### config.mk
export PLATFORM = sky130hd
export DESIGN_NAME = crd_chained_rx_dma
export DESIGN_NICKNAME = d
export VERILOG_FILES = /design/src/hw/crd_pkg.sv /design/src/hw/crd_irq.sv /design/src/hw/crd_chained_rx_dma.sv
export SDC_FILE = /design/constraint.sdc
export NUM_CORES = 1
export LEC_CHECK = 0
export BUFFER_PORTS_ARGS = -buffer_cell sky130_fd_sc_hd__buf_2
export CORE_UTILIZATION = 47
export DETAILED_ROUTE_END_ITERATION = 16
export PLACE_DENSITY_LB_ADDON = 0.12
export SLEW_MARGIN = 0
export SYNTH_ARGS = -nofsm -noshare
export SYNTH_HDL_FRONTEND = slang
export SYNTH_SLANG_ARGS = --single-unit
### constraint.sdc
create_clock -name pclk -period 5.9 [get_ports pclk]
set_input_delay 1.18 -clock pclk [delete_from_list [all_inputs] [get_ports pclk]]
set_output_delay 1.18 -clock pclk [all_outputs]
set_load 0.03 [all_outputs]
### src/hw/crd_pkg.sv
// crd_pkg: register map, descriptor layout and counts for the chained rx dma
// assumes: apb byte addressing, 16-bit memory data bus, 24-bit memory addresses
package crd_pkg;
   // apb byte addresses
   localparam logic [7:0] CRD_MODE_ADDR   = 8'h00;
   localparam logic [7:0] CRD_STAT_ADDR   = 8'h04;
   localparam logic [7:0] CRD_BASE_ADDR   = 8'h08;
   localparam logic [7:0] CRD_END_ADDR    = 8'h0c;
   localparam logic [7:0] CRD_CUR_ADDR    = 8'h10;
   localparam logic [7:0] CRD_BFL_ADDR    = 8'h14;
   localparam logic [7:0] CRD_BAR_ADDR    = 8'h18;
   localparam logic [7:0] CRD_BCR_ADDR    = 8'h1c;
   localparam logic [7:0] CRD_IRQ_ADDR    = 8'h20;
   localparam logic [7:0] CRD_MASK_ADDR   = 8'h24;
   // field positions
   localparam int         CRD_MULTI_BIT   = 0;
   localparam int         CRD_BUSY_BIT    = 0;
   localparam int         CRD_ENABLE_BIT  = 1;
   localparam int         CRD_FEND_BIT    = 0;
   localparam int         CRD_CSTOP_BIT   = 1;
   localparam int         CRD_NIRQ        = 2;
   // descriptor field byte offsets
   localparam logic [23:0] CRD_LINK_OFS   = 24'h000000;
   localparam logic [23:0] CRD_BPL_OFS    = 24'h000002;
   localparam logic [23:0] CRD_BPH_OFS    = 24'h000004;
   localparam logic [23:0] CRD_LEN_OFS    = 24'h000006;
   localparam logic [23:0] CRD_STAT_OFS   = 24'h000008;
   // reset values
   localparam logic [15:0] CRD_RST16      = 16'h0000;
   localparam logic [23:0] CRD_RST24      = 24'h000000;
   localparam logic [7:0]  CRD_RST8       = 8'h00;
   // step sizes
   localparam logic [15:0] CRD_STEP_BYTE  = 16'h0001;
   localparam logic [15:0] CRD_STEP_WORD  = 16'h0002;
   typedef enum logic [2:0] {
      CRD_S_IDLE, CRD_S_RD_LINK, CRD_S_RD_BPL, CRD_S_RD_BPH,
      CRD_S_WR_DATA, CRD_S_WR_LEN, CRD_S_WR_STAT
   } crd_state_e;
endpackage

### src/hw/crd_irq.sv
// crd_irq: sticky event flags, mask, single level interrupt
// assumes: events are one-cycle pulses, clear mask is a one-cycle pulse
`timescale 1ns/1ps
module crd_irq
   import crd_pkg::*;
(
   input  wire logic                pclk,
   input  wire logic                presetn,
   input  wire logic                ce,
   input  wire logic [CRD_NIRQ-1:0] event_set,
   input  wire logic [CRD_NIRQ-1:0] read_clear,
   input  wire logic [CRD_NIRQ-1:0] mask,
   output logic      [CRD_NIRQ-1:0] flags,
   output logic                     irq
);
   logic [CRD_NIRQ-1:0] next_flags;

   // set wins so an event landing on the clearing read is kept
   always_comb begin
      next_flags = (flags & ~read_clear) | event_set;
   end

   always_ff @(posedge pclk or negedge presetn) begin
      if (!presetn) begin
         flags <= '0;
      end else if (ce) begin
         flags <= next_flags;
      end
   end

   assign irq = |(flags & mask);
endmodule

### src/hw/crd_chained_rx_dma.sv
// crd_chained_rx_dma: receive dma walking a descriptor chain in memory
// assumes: apb master, memory slave holding mem_ack one cycle per access,
// serial receiver offering bytes or words with a frame-last marker
`timescale 1ns/1ps
module crd_chained_rx_dma
   import crd_pkg::*;
(
   input  wire logic        pclk,
   input  wire logic        presetn,
   input  wire logic        ce,
   input  wire logic        psel,
   input  wire logic        penable,
   input  wire logic        pwrite,
   input  wire logic [7:0]  paddr,
   input  wire logic [31:0] pwdata,
   output logic      [31:0] prdata,
   output logic             pready,
   output logic             pslverr,
   input  wire logic        rx_bitsync,
   input  wire logic        rx_valid,
   input  wire logic [15:0] rx_data,
   input  wire logic        rx_word,
   input  wire logic        rx_last,
   input  wire logic [7:0]  rx_status,
   output logic             rx_ready,
   output logic             mem_req,
   output logic             mem_we,
   output logic             mem_byte,
   output logic      [23:0] mem_addr,
   output logic      [15:0] mem_wdata,
   input  wire logic [15:0] mem_rdata,
   input  wire logic        mem_ack,
   output logic             irq
);
   crd_state_e    state, next_state;
   logic          multi, next_multi;
   logic [7:0]    base_high, next_base_high;
   logic [15:0]   end_ptr, next_end_ptr;
   logic [15:0]   rx_len, next_rx_len;
   logic [CRD_NIRQ-1:0] mask, next_mask;
   logic [31:0]   next_prdata;
   logic          pslverr_q, next_pslverr;
   logic          enable, next_enable;
   logic [15:0]   cur_ptr, next_cur_ptr;
   logic [23:0]   bar, next_bar;
   logic [15:0]   buffer_bytes_left, next_bcr;
   logic [15:0]   length, next_length;
   logic [15:0]   link, next_link;
   logic [15:0]   bp_lo, next_bp_lo;
   logic          loaded, next_loaded;
   logic [15:0]   data_q, next_data_q;
   logic          word_q, next_word_q;
   logic          last_q, next_last_q;
   logic [7:0]    fstat_q, next_fstat_q;
   logic          next_mem_req, next_mem_we, next_mem_byte;
   logic [23:0]   next_mem_addr;
   logic [15:0]   next_mem_wdata;
   logic [CRD_NIRQ-1:0] ev, rd_clr, flags;
   logic          wr_acc, rd_setup, rd_acc, mapped;
   logic [15:0]   step;
   logic [23:0]   desc;

   assign pready   = ce;
   assign pslverr  = pslverr_q;
   assign wr_acc   = ce & psel & penable & pwrite;
   assign rd_setup = psel & ~penable & ~pwrite;
   assign rd_acc   = ce & psel & penable & ~pwrite;
   assign desc     = {base_high, cur_ptr};
   assign step     = word_q ? CRD_STEP_WORD : CRD_STEP_BYTE;
   // no buffer, no enable or wrong receiver mode: receiver is held off
   assign rx_ready = (state == CRD_S_IDLE) & enable & rx_bitsync & loaded;

   always_comb begin
      unique case (paddr)
         CRD_MODE_ADDR, CRD_STAT_ADDR, CRD_BASE_ADDR, CRD_END_ADDR, CRD_CUR_ADDR,
         CRD_BFL_ADDR, CRD_BAR_ADDR, CRD_BCR_ADDR, CRD_IRQ_ADDR,
         CRD_MASK_ADDR: mapped = 1'b1;
         default:       mapped = 1'b0;
      endcase
   end

   // software-only registers and read path
   always_comb begin
      next_multi     = multi;
      next_base_high = base_high;
      next_end_ptr   = end_ptr;
      next_rx_len    = rx_len;
      next_mask      = mask;
      next_prdata    = prdata;
      next_pslverr   = 1'b0;
      rd_clr         = '0;
      if (wr_acc) begin
         unique case (paddr)
            CRD_MODE_ADDR: next_multi     = pwdata[CRD_MULTI_BIT];
            CRD_BASE_ADDR: next_base_high = pwdata[7:0];
            CRD_END_ADDR:  next_end_ptr   = pwdata[15:0];
            CRD_BFL_ADDR:  next_rx_len    = pwdata[15:0];
            CRD_MASK_ADDR: next_mask      = pwdata[CRD_NIRQ-1:0];
            default:       next_mask      = mask;
         endcase
      end
      if (rd_acc && paddr == CRD_IRQ_ADDR) begin
         rd_clr = '1;
      end
      if (psel && !penable) begin
         next_pslverr = ~mapped;
      end
      if (rd_setup) begin
         next_prdata = 32'h00000000;
         unique case (paddr)
            CRD_MODE_ADDR: next_prdata[CRD_MULTI_BIT] = multi;
            CRD_STAT_ADDR: begin
               next_prdata[CRD_ENABLE_BIT] = enable;
               next_prdata[CRD_BUSY_BIT]   = (state != CRD_S_IDLE);
            end
            CRD_BASE_ADDR: next_prdata[7:0]  = base_high;
            CRD_END_ADDR:  next_prdata[15:0] = end_ptr;
            CRD_CUR_ADDR:  next_prdata[15:0] = cur_ptr;
            CRD_BFL_ADDR:  next_prdata[15:0] = rx_len;
            CRD_BAR_ADDR:  next_prdata[23:0] = bar;
            CRD_BCR_ADDR:  next_prdata[15:0] = buffer_bytes_left;
            CRD_IRQ_ADDR:  next_prdata[CRD_NIRQ-1:0] = flags;
            CRD_MASK_ADDR: next_prdata[CRD_NIRQ-1:0] = mask;
            default:       next_prdata = 32'h00000000;
         endcase
      end
   end

   always_ff @(posedge pclk or negedge presetn) begin
      if (!presetn) begin
         multi     <= 1'b0;
         base_high <= CRD_RST8;
         end_ptr   <= CRD_RST16;
         rx_len    <= CRD_RST16;
         mask      <= '0;
         prdata    <= 32'h00000000;
         pslverr_q <= 1'b0;
      end else if (ce) begin
         multi     <= next_multi;
         base_high <= next_base_high;
         end_ptr   <= next_end_ptr;
         rx_len    <= next_rx_len;
         mask      <= next_mask;
         prdata    <= next_prdata;
         pslverr_q <= next_pslverr;
      end
   end

   // channel state machine and counters
   always_comb begin
      next_state   = state;
      next_enable  = enable;
      next_cur_ptr = cur_ptr;
      next_bar     = bar;
      next_bcr     = buffer_bytes_left;
      next_length  = length;
      next_link    = link;
      next_bp_lo   = bp_lo;
      next_loaded  = loaded;
      next_data_q  = data_q;
      next_word_q  = word_q;
      next_last_q  = last_q;
      next_fstat_q = fstat_q;
      ev           = '0;
      // buffer address and count are read-only: only the channel moves them; the descriptor pointer also takes apb writes
      if (wr_acc && paddr == CRD_CUR_ADDR) begin
         next_cur_ptr = pwdata[15:0];
      end
      if (wr_acc && paddr == CRD_STAT_ADDR) begin
         next_enable = pwdata[CRD_ENABLE_BIT];
      end
      unique case (state)
         CRD_S_IDLE: begin
            if (enable && rx_bitsync && rx_valid) begin
               if (loaded) begin
                  next_data_q  = rx_data;
                  next_word_q  = rx_word;
                  next_last_q  = rx_last;
                  next_fstat_q = rx_status;
                  next_state   = CRD_S_WR_DATA;
               end else if (cur_ptr == end_ptr) begin
                  next_enable        = 1'b0;
                  ev[CRD_CSTOP_BIT]  = 1'b1;
               end else begin
                  next_state = CRD_S_RD_LINK;
               end
            end
         end
         CRD_S_RD_LINK: if (mem_ack) begin
            next_link  = mem_rdata;
            next_state = CRD_S_RD_BPL;
         end
         CRD_S_RD_BPL: if (mem_ack) begin
            next_bp_lo = mem_rdata;
            next_state = CRD_S_RD_BPH;
         end
         CRD_S_RD_BPH: if (mem_ack) begin
            next_bar    = {mem_rdata[7:0], bp_lo};
            next_bcr    = rx_len;
            next_length = CRD_RST16;
            next_loaded = 1'b1;
            next_state  = CRD_S_IDLE;
         end
         CRD_S_WR_DATA: if (mem_ack) begin
            next_bar    = bar + {8'h00, step};
            next_bcr    = buffer_bytes_left - step;
            next_length = length + step;
            // a full buffer or a frame end both close the descriptor
            if (last_q || buffer_bytes_left == step) begin
               next_state = CRD_S_WR_LEN;
            end else begin
               next_state = CRD_S_IDLE;
            end
         end
         CRD_S_WR_LEN: if (mem_ack) begin
            if (last_q) begin
               next_state = CRD_S_WR_STAT;
            end else begin
               next_cur_ptr = link;
               next_loaded  = 1'b0;
               next_state   = CRD_S_IDLE;
            end
         end
         CRD_S_WR_STAT: if (mem_ack) begin
            next_cur_ptr     = link;
            next_loaded      = 1'b0;
            ev[CRD_FEND_BIT] = 1'b1;
            next_state       = CRD_S_IDLE;
            if (!multi) begin
               next_enable = 1'b0;
            end
         end
      endcase
      // outgoing memory request follows the state being entered
      next_mem_req   = (next_state != CRD_S_IDLE);
      next_mem_we    = 1'b0;
      next_mem_byte  = 1'b0;
      next_mem_addr  = mem_addr;
      next_mem_wdata = mem_wdata;
      unique case (next_state)
         CRD_S_IDLE:    next_mem_addr = mem_addr;
         CRD_S_RD_LINK: next_mem_addr = {base_high, next_cur_ptr} + CRD_LINK_OFS;
         CRD_S_RD_BPL:  next_mem_addr = desc + CRD_BPL_OFS;
         CRD_S_RD_BPH:  next_mem_addr = desc + CRD_BPH_OFS;
         CRD_S_WR_DATA: begin
            next_mem_we    = 1'b1;
            next_mem_byte  = ~next_word_q;
            next_mem_addr  = next_bar;
            next_mem_wdata = next_data_q;
         end
         CRD_S_WR_LEN: begin
            next_mem_we    = 1'b1;
            next_mem_addr  = desc + CRD_LEN_OFS;
            next_mem_wdata = next_length;
         end
         CRD_S_WR_STAT: begin
            next_mem_we    = 1'b1;
            next_mem_addr  = desc + CRD_STAT_OFS;
            next_mem_wdata = {8'h00, fstat_q};
         end
      endcase
   end

   always_ff @(posedge pclk or negedge presetn) begin
      if (!presetn) begin
         state     <= CRD_S_IDLE;
         enable    <= 1'b0;
         cur_ptr   <= CRD_RST16;
         bar       <= CRD_RST24;
         buffer_bytes_left       <= CRD_RST16;
         length    <= CRD_RST16;
         link      <= CRD_RST16;
         bp_lo     <= CRD_RST16;
         loaded    <= 1'b0;
         data_q    <= CRD_RST16;
         word_q    <= 1'b0;
         last_q    <= 1'b0;
         fstat_q   <= CRD_RST8;
         mem_req   <= 1'b0;
         mem_we    <= 1'b0;
         mem_byte  <= 1'b0;
         mem_addr  <= CRD_RST24;
         mem_wdata <= CRD_RST16;
      end else if (ce) begin
         state     <= next_state;
         enable    <= next_enable;
         cur_ptr   <= next_cur_ptr;
         bar       <= next_bar;
         buffer_bytes_left       <= next_bcr;
         length    <= next_length;
         link      <= next_link;
         bp_lo     <= next_bp_lo;
         loaded    <= next_loaded;
         data_q    <= next_data_q;
         word_q    <= next_word_q;
         last_q    <= next_last_q;
         fstat_q   <= next_fstat_q;
         mem_req   <= next_mem_req;
         mem_we    <= next_mem_we;
         mem_byte  <= next_mem_byte;
         mem_addr  <= next_mem_addr;
         mem_wdata <= next_mem_wdata;
      end
   end

   crd_irq u_irq (
      .pclk       (pclk),
      .presetn    (presetn),
      .ce         (ce),
      .event_set  (ev),
      .read_clear (rd_clr),
      .mask       (mask),
      .flags      (flags),
      .irq        (irq)
   );
endmodule

==> After elaboration in Yosys (flattened, before gate mapping) <==
Index checks and enable logic that the tools add are counted.
{ "classes": {"n_addsub": 7, "eq_ne": 28, "mux": 62, "bitwise": 18, "reduce_logical": 33} }
{ "ops": {"columns": ["cell", "n"], "rows": [
  ["16-bit two-way mux", 11],
  ["24-bit one-hot mux with 6 select lines", 1],
  ["16-bit one-hot mux with 2 select lines", 3],
  ["24-bit by 3-bit adder with 24-bit output (second input constant)", 2],
  ["24-bit two-way mux", 2],
  ["16-bit one-hot mux with 3 select lines", 1],
  ["24-bit one-hot mux with 2 select lines", 1],
  ["8-bit one-hot mux with 5 select lines", 1],
  ["6-bit one-hot mux with 6 select lines", 1],
  ["8-bit by 5-bit == test with 1-bit output (second input constant)", 4],
  ["3-bit two-way mux", 10],
  ["24-bit by 2-bit adder with 24-bit output", 1],
  ["24-bit by 2-bit adder with 24-bit output (second input constant)", 1],
  ["24-bit by 4-bit adder with 24-bit output (second input constant)", 1],
  ["1-bit two-way mux", 23],
  ["3-bit AND reduction", 7],
  ["3-bit == test (second input constant)", 6],
  ["3-bit one-hot mux with 6 select lines", 1],
  ["16-bit by 2-bit adder with 16-bit output", 1],
  ["16-bit == test", 1],
  ["16-bit by 2-bit == test with 1-bit output", 1],
  ["8-bit by 4-bit == test with 1-bit output (second input constant)", 2],
  ["8-bit by 6-bit == test with 1-bit output (second input constant)", 2],
  ["16-bit by 2-bit subtractor with 16-bit output", 1],
  ["other kinds (28)", 63]
]} }
{ "word_totals": {"ff_bits": 248, "word_cells": 174} }

==> Longest topological paths before layout <==
{ "depth": {"word_depth": 9, "ltp_mapped": 19, "mapped_depth_nobuf": 18} }

==> Hierarchy <==
Synthesis repeated with hierarchy kept, for this count alone.
{ "hier_totals": {"hier_cells": 1662, "area_unflattened_um2": 15154.5} }
{ "by_module_without_submodules": {"columns": ["module", "n_inst", "cells_each", "area_each_um2"], "rows": [
  ["crd_chained_rx_dma", 1, 1655, 15070.7],
  ["crd_irq", 1, 7, 83.8]
]} }

==> Least setup slack after synthesis <==
OpenSTA, ideal clock, no wires.
{ "synth_timing": {"kind": "input-to-reg", "start": "input mem_ack", "end": "register mem_addr[18]", "setup_ns": 0.135, "arrival_time_ns": 3.982, "t_required_ns": 5.765, "setup_slack_ns": 1.783, "cell_stages": 16, "path_buffers": 1, "path_cell_list": "clkbuf_2 > inv_1 > o311ai_1 > o221a_4 > nand4_1 > inv_2 > ha_1 > a21o_1 > nand2_1 > nor2_1 > nand2_1 > xnor2_1 > a21oi_1 > nor2_1 > a311oi_1 > a31oi_1"} }
{ "synth_via": {"elab_chain_cells": 5, "elab_cells_between_ends": 19} }
{ "synth_rtl": {"columns": ["element", "line_no", "text"], "rows": [
  ["start: declaration", "crd_chained_rx_dma.sv:32", "input wire logic mem_ack,"],
  ["parallel branches: the longest is 5 deep, another holds 24-bit one-hot mux with 6 select lines", null, null],
  ["end signal: assignment", "crd_chained_rx_dma.sv:301", "mem_addr <= next_mem_addr;"],
  ["end: declaration", "crd_chained_rx_dma.sv:29", "output logic [23:0] mem_addr,"]
]} }
Parallel ways; which one is timed is not known.
A chain may end at the register's enable or synchronous reset.

==> Worst setup path in the final report <==
{ "layout_timing": {"start": "register word_q", "end": "register mem_addr[18]"} }
{ "layout_via": {"elab_chain_cells": 9, "elab_cells_between_ends": 19} }
{ "layout_rtl": {"columns": ["element", "line_no", "text"], "rows": [
  ["start: declaration", "crd_chained_rx_dma.sv:52", "logic word_q, next_word_q;"],
  ["start signal: assignment", "crd_chained_rx_dma.sv:295", "word_q <= next_word_q;"],
  ["2-bit two-way mux (*)", "crd_chained_rx_dma.sv:69", "assign step = word_q ? CRD_STEP_WORD : CRD_STEP_BYTE;"],
  ["parallel branches: the longest is 8 deep, another holds 24-bit by 2-bit adder with 24-bit output", null, null]
]} }
Mark *: on every way between the ends.

==> impl_metrics.yaml <==
worst_setup_path:
  endpoint_kind: "register"
  crit_type: "reg -> reg"
  critical_path.max_fanout: 7
  cp_data_arrival_time_ps: 5300
  start_kind: "register"
  worstPathRequired_ps: 6340
cells_and_area:
  mostFrequentLayoutCells: "248 x dfrtp_1, 211 x nand2_1, 146 x nor2_1"
  multi_input_area_um2: 8380
  drive_above_1_share_pct: 21.8
  area_growth_pct: 12.9
  final_area_um2: 17300
  seqCellArea_um2: 6210
  final_common_cell: "dfrtp_1"
  n_fill_cell: 2947
  nNetsFinal: 1881
  num_antenna_cells: 0
logic_synthesis:
  syn_area_um2: 15300
  ys.flop_type: "dfrtp_1"
  yosysSeqAreaShare_pct: 40.6
  synth_area_per_cell_um2: 9.00
  yosysUniqueCellTypes: 100
  async_reset_ff_share_pct: 100
  synth_seq_cells: 248
  yosysWarnings: 0
  netlist_instances: 1698
  synth_edf_count: 0
clock_network:
  cts_root_buffer: "clkbuf_16"
  cts_tree: "yes"
  cts_resized: 0
  path_clk_slew_ps: 60
  insertion_delay_ps: 570
  post_cts_buffers: 0
  cts_htree_levels: 1
  cts.sinks: 248
  ctsLongestPathBuffers: 3
  cts-hold-fix-buffers: 0
  cts_buffers: 29
drt:
  first_iter_violations: 1639
  vias_per_cell: 6.38
  drc_errors: 0
  wl_per_cell_um: 23.6
  vias: 14300
  final_antenna_net_count: 0
  dr.pass1.iters: 8
  wl_um: 52700
floorplan:
  ioPinCount: 170
  die_width_um: 182
  initial_core_util_pct: 48.1
  die_area_um2: 33200
  coreArea_um2: 31800
  die_y_um: 182
  rows: 65
power_and_ir_drop:
  power.density_nw_per_um2: 543
  max-vdd-ir-drop_mv: 0.360
  p_leak_nw: 7.36
grt:
  grt_use_met3_pct: 4.35
  first_global_vias: 13500
  grt_use_total_pct: 31.9
  grt_pass1_wl_um: 81200
  met2_usage_pct: 49.6
  antenna_found_initial: 0
  grt-ovfl-total: 0
  met1_usage_pct: 43.8
  grt_start_max_net_pins: 146
  top_usage_layer: "met2"
timing:
  final_max_slew_viol_count: 0
  hold_violations: 0
  maxSlewHeadroom_pct: 21.7
  min_period_ps: 4860
  rsz0062_at_grt: "no"
  setup_viol: 0
  worst_pin_slew_ps: 1170
  max_freq_mhz: 206
  fin_skew_ps: 17.3
  timing.setup.tns_ps: 0
  final.period_utilization_pct: 82.3
  holdWs_ps: 459
placed_design:
  place_congestion: 0.958
  io_buffers: 145
  placed_cell_area_um2: 16300
  place_hpwl_um: 38100
run:
  drv_cap: 0
run_status:
  outcome: "finished, final reports clean"
min_path:
  hold_class: "reg -> reg"
## where the power goes
group	switching [W]	leakage [nW]	internal (W)
clock	0.000751	0.481	0.00113
sequential	0.000603	3.15	0.00219
combinational	0.00314	3.72	0.00156
## final cells by class
class	count	share of cell area, %
multi-input combinational	1291	48.5
sequential	248	36.0
timing repair buffer	186	6.14
clock buffer	41	4.70
tap	435	3.15
clock inverter	12	1.03
inverter	21	0.457
## Yosys cell counts (all sizes together) (5+ instances only)
cell type	instances	area share, %
dfrtp	248	41
nand2	212	5.3
nor2	149	3.7
a21oi	139	4.6
mux2	119	8.8
o21ai	118	3.9
clkbuf	84	2.1
buf	61	2.3
nand3	55	1.8
a31oi	43	1.8
nor3	38	1.5
a22oi	27	1.4
xor2	26	1.5
o22ai	25	1.1
inv	21	0.52
mux2i	21	1.4
nand4	19	0.92
o221ai	18	1.1
nor4	17	1.1
a222oi	16	1.0
and3	16	0.66
a22o	15	0.86
a211oi	13	0.64
a221oi	13	0.75
o21a	13	0.64
xnor2	13	0.75
o31ai	12	0.71
nand2b	10	0.41
a21o	9	0.44
ha	9	0.74
a32oi	7	0.40
o311ai	7	0.57
or3	7	0.29
o211ai	6	0.29
a2111oi	5	0.33
and2	5	0.20
nand3b	5	0.25
o32ai	5	0.29
## critical path, cell delays in order (launching register included)
cell and delay (ps):
dfrtp_1 660, inv_1 310, ha_1 370, nor4bb_1 290, nand3_1 170, nor2_1 200
o22a_1 450, nand4_1 210, inv_2 220, ha_1 190, a21o_1 220, nand2_1 230
nor2_1 320, nand2_1 110, xnor2_1 160, a21oi_1 170, nor2_1 50, a311oi_1 260
a31oi_1 110
## kinds of logic (layout without fill, tap and decap cells)
kind of cell	after synthesis	count (layout)	share of synthesized area, %
other	1	8	0.0245
multiplexers	140	140	10.1
XOR/XNOR	39	39	2.24
buffers and inverters	166	260	4.88
AO/OA/AOI/OAI	533	533	23.4
AND/OR/NAND/NOR	558	558	17.4
flip-flops	248	248	40.6
adder cells (fa/ha/maj)	13	13	1.26
## flip-flops by register name (all words and copies together) (netlist names), 2 cells and up
signal / flops
buffer_bytes_left: 16
link: 16
mask: 2
data_q: 16
bp_lo: 16
end_ptr: 16
base_high: 8
bar: 24
cur_ptr: 16
rx_len: 16
fstat_q: 8
mem_wdata: 16
state: 3
mem_addr: 24
u_irq.flags: 2
prdata: 24
length: 16
## per-stage QoR
stage               worst slack [ps]  instances  power [W]  utilization (%)
detailed placement               810       2181    0.00741             51.1
global placement                 832       2181    0.00735             51.1
global route                     748       2234    0.00986             54.3
floorplan                       1780       1705    0.00591                -
finish                          1040       2234    0.00938             54.3
CTS                             1140       2234    0.00930             54.3
## final timing paths
path	depth (start not counted)	from	slack, ps	end
max in group asynchronous	2	presetn	3960	fstat_q[6]
worst max register to register	18	word_q	1040	mem_addr[18]
worst min-delay path	2	prdata[22]	460	prdata[22]
worst max-delay path	18	word_q	1040	mem_addr[18]
worst min register to register	2	prdata[22]	460	prdata[22]
min in group asynchronous	1	presetn	610	rx_len[13]
## routing by layer
layer,wire [um],up-vias,share of wire [%]
met2,23600,725,45
li1,-,6463,-
met1,22200,6935,42
met3,3880,140,7.4
met4,2980,0,5.7
met5,0,-,0
(Power assumes the default switching activity.)
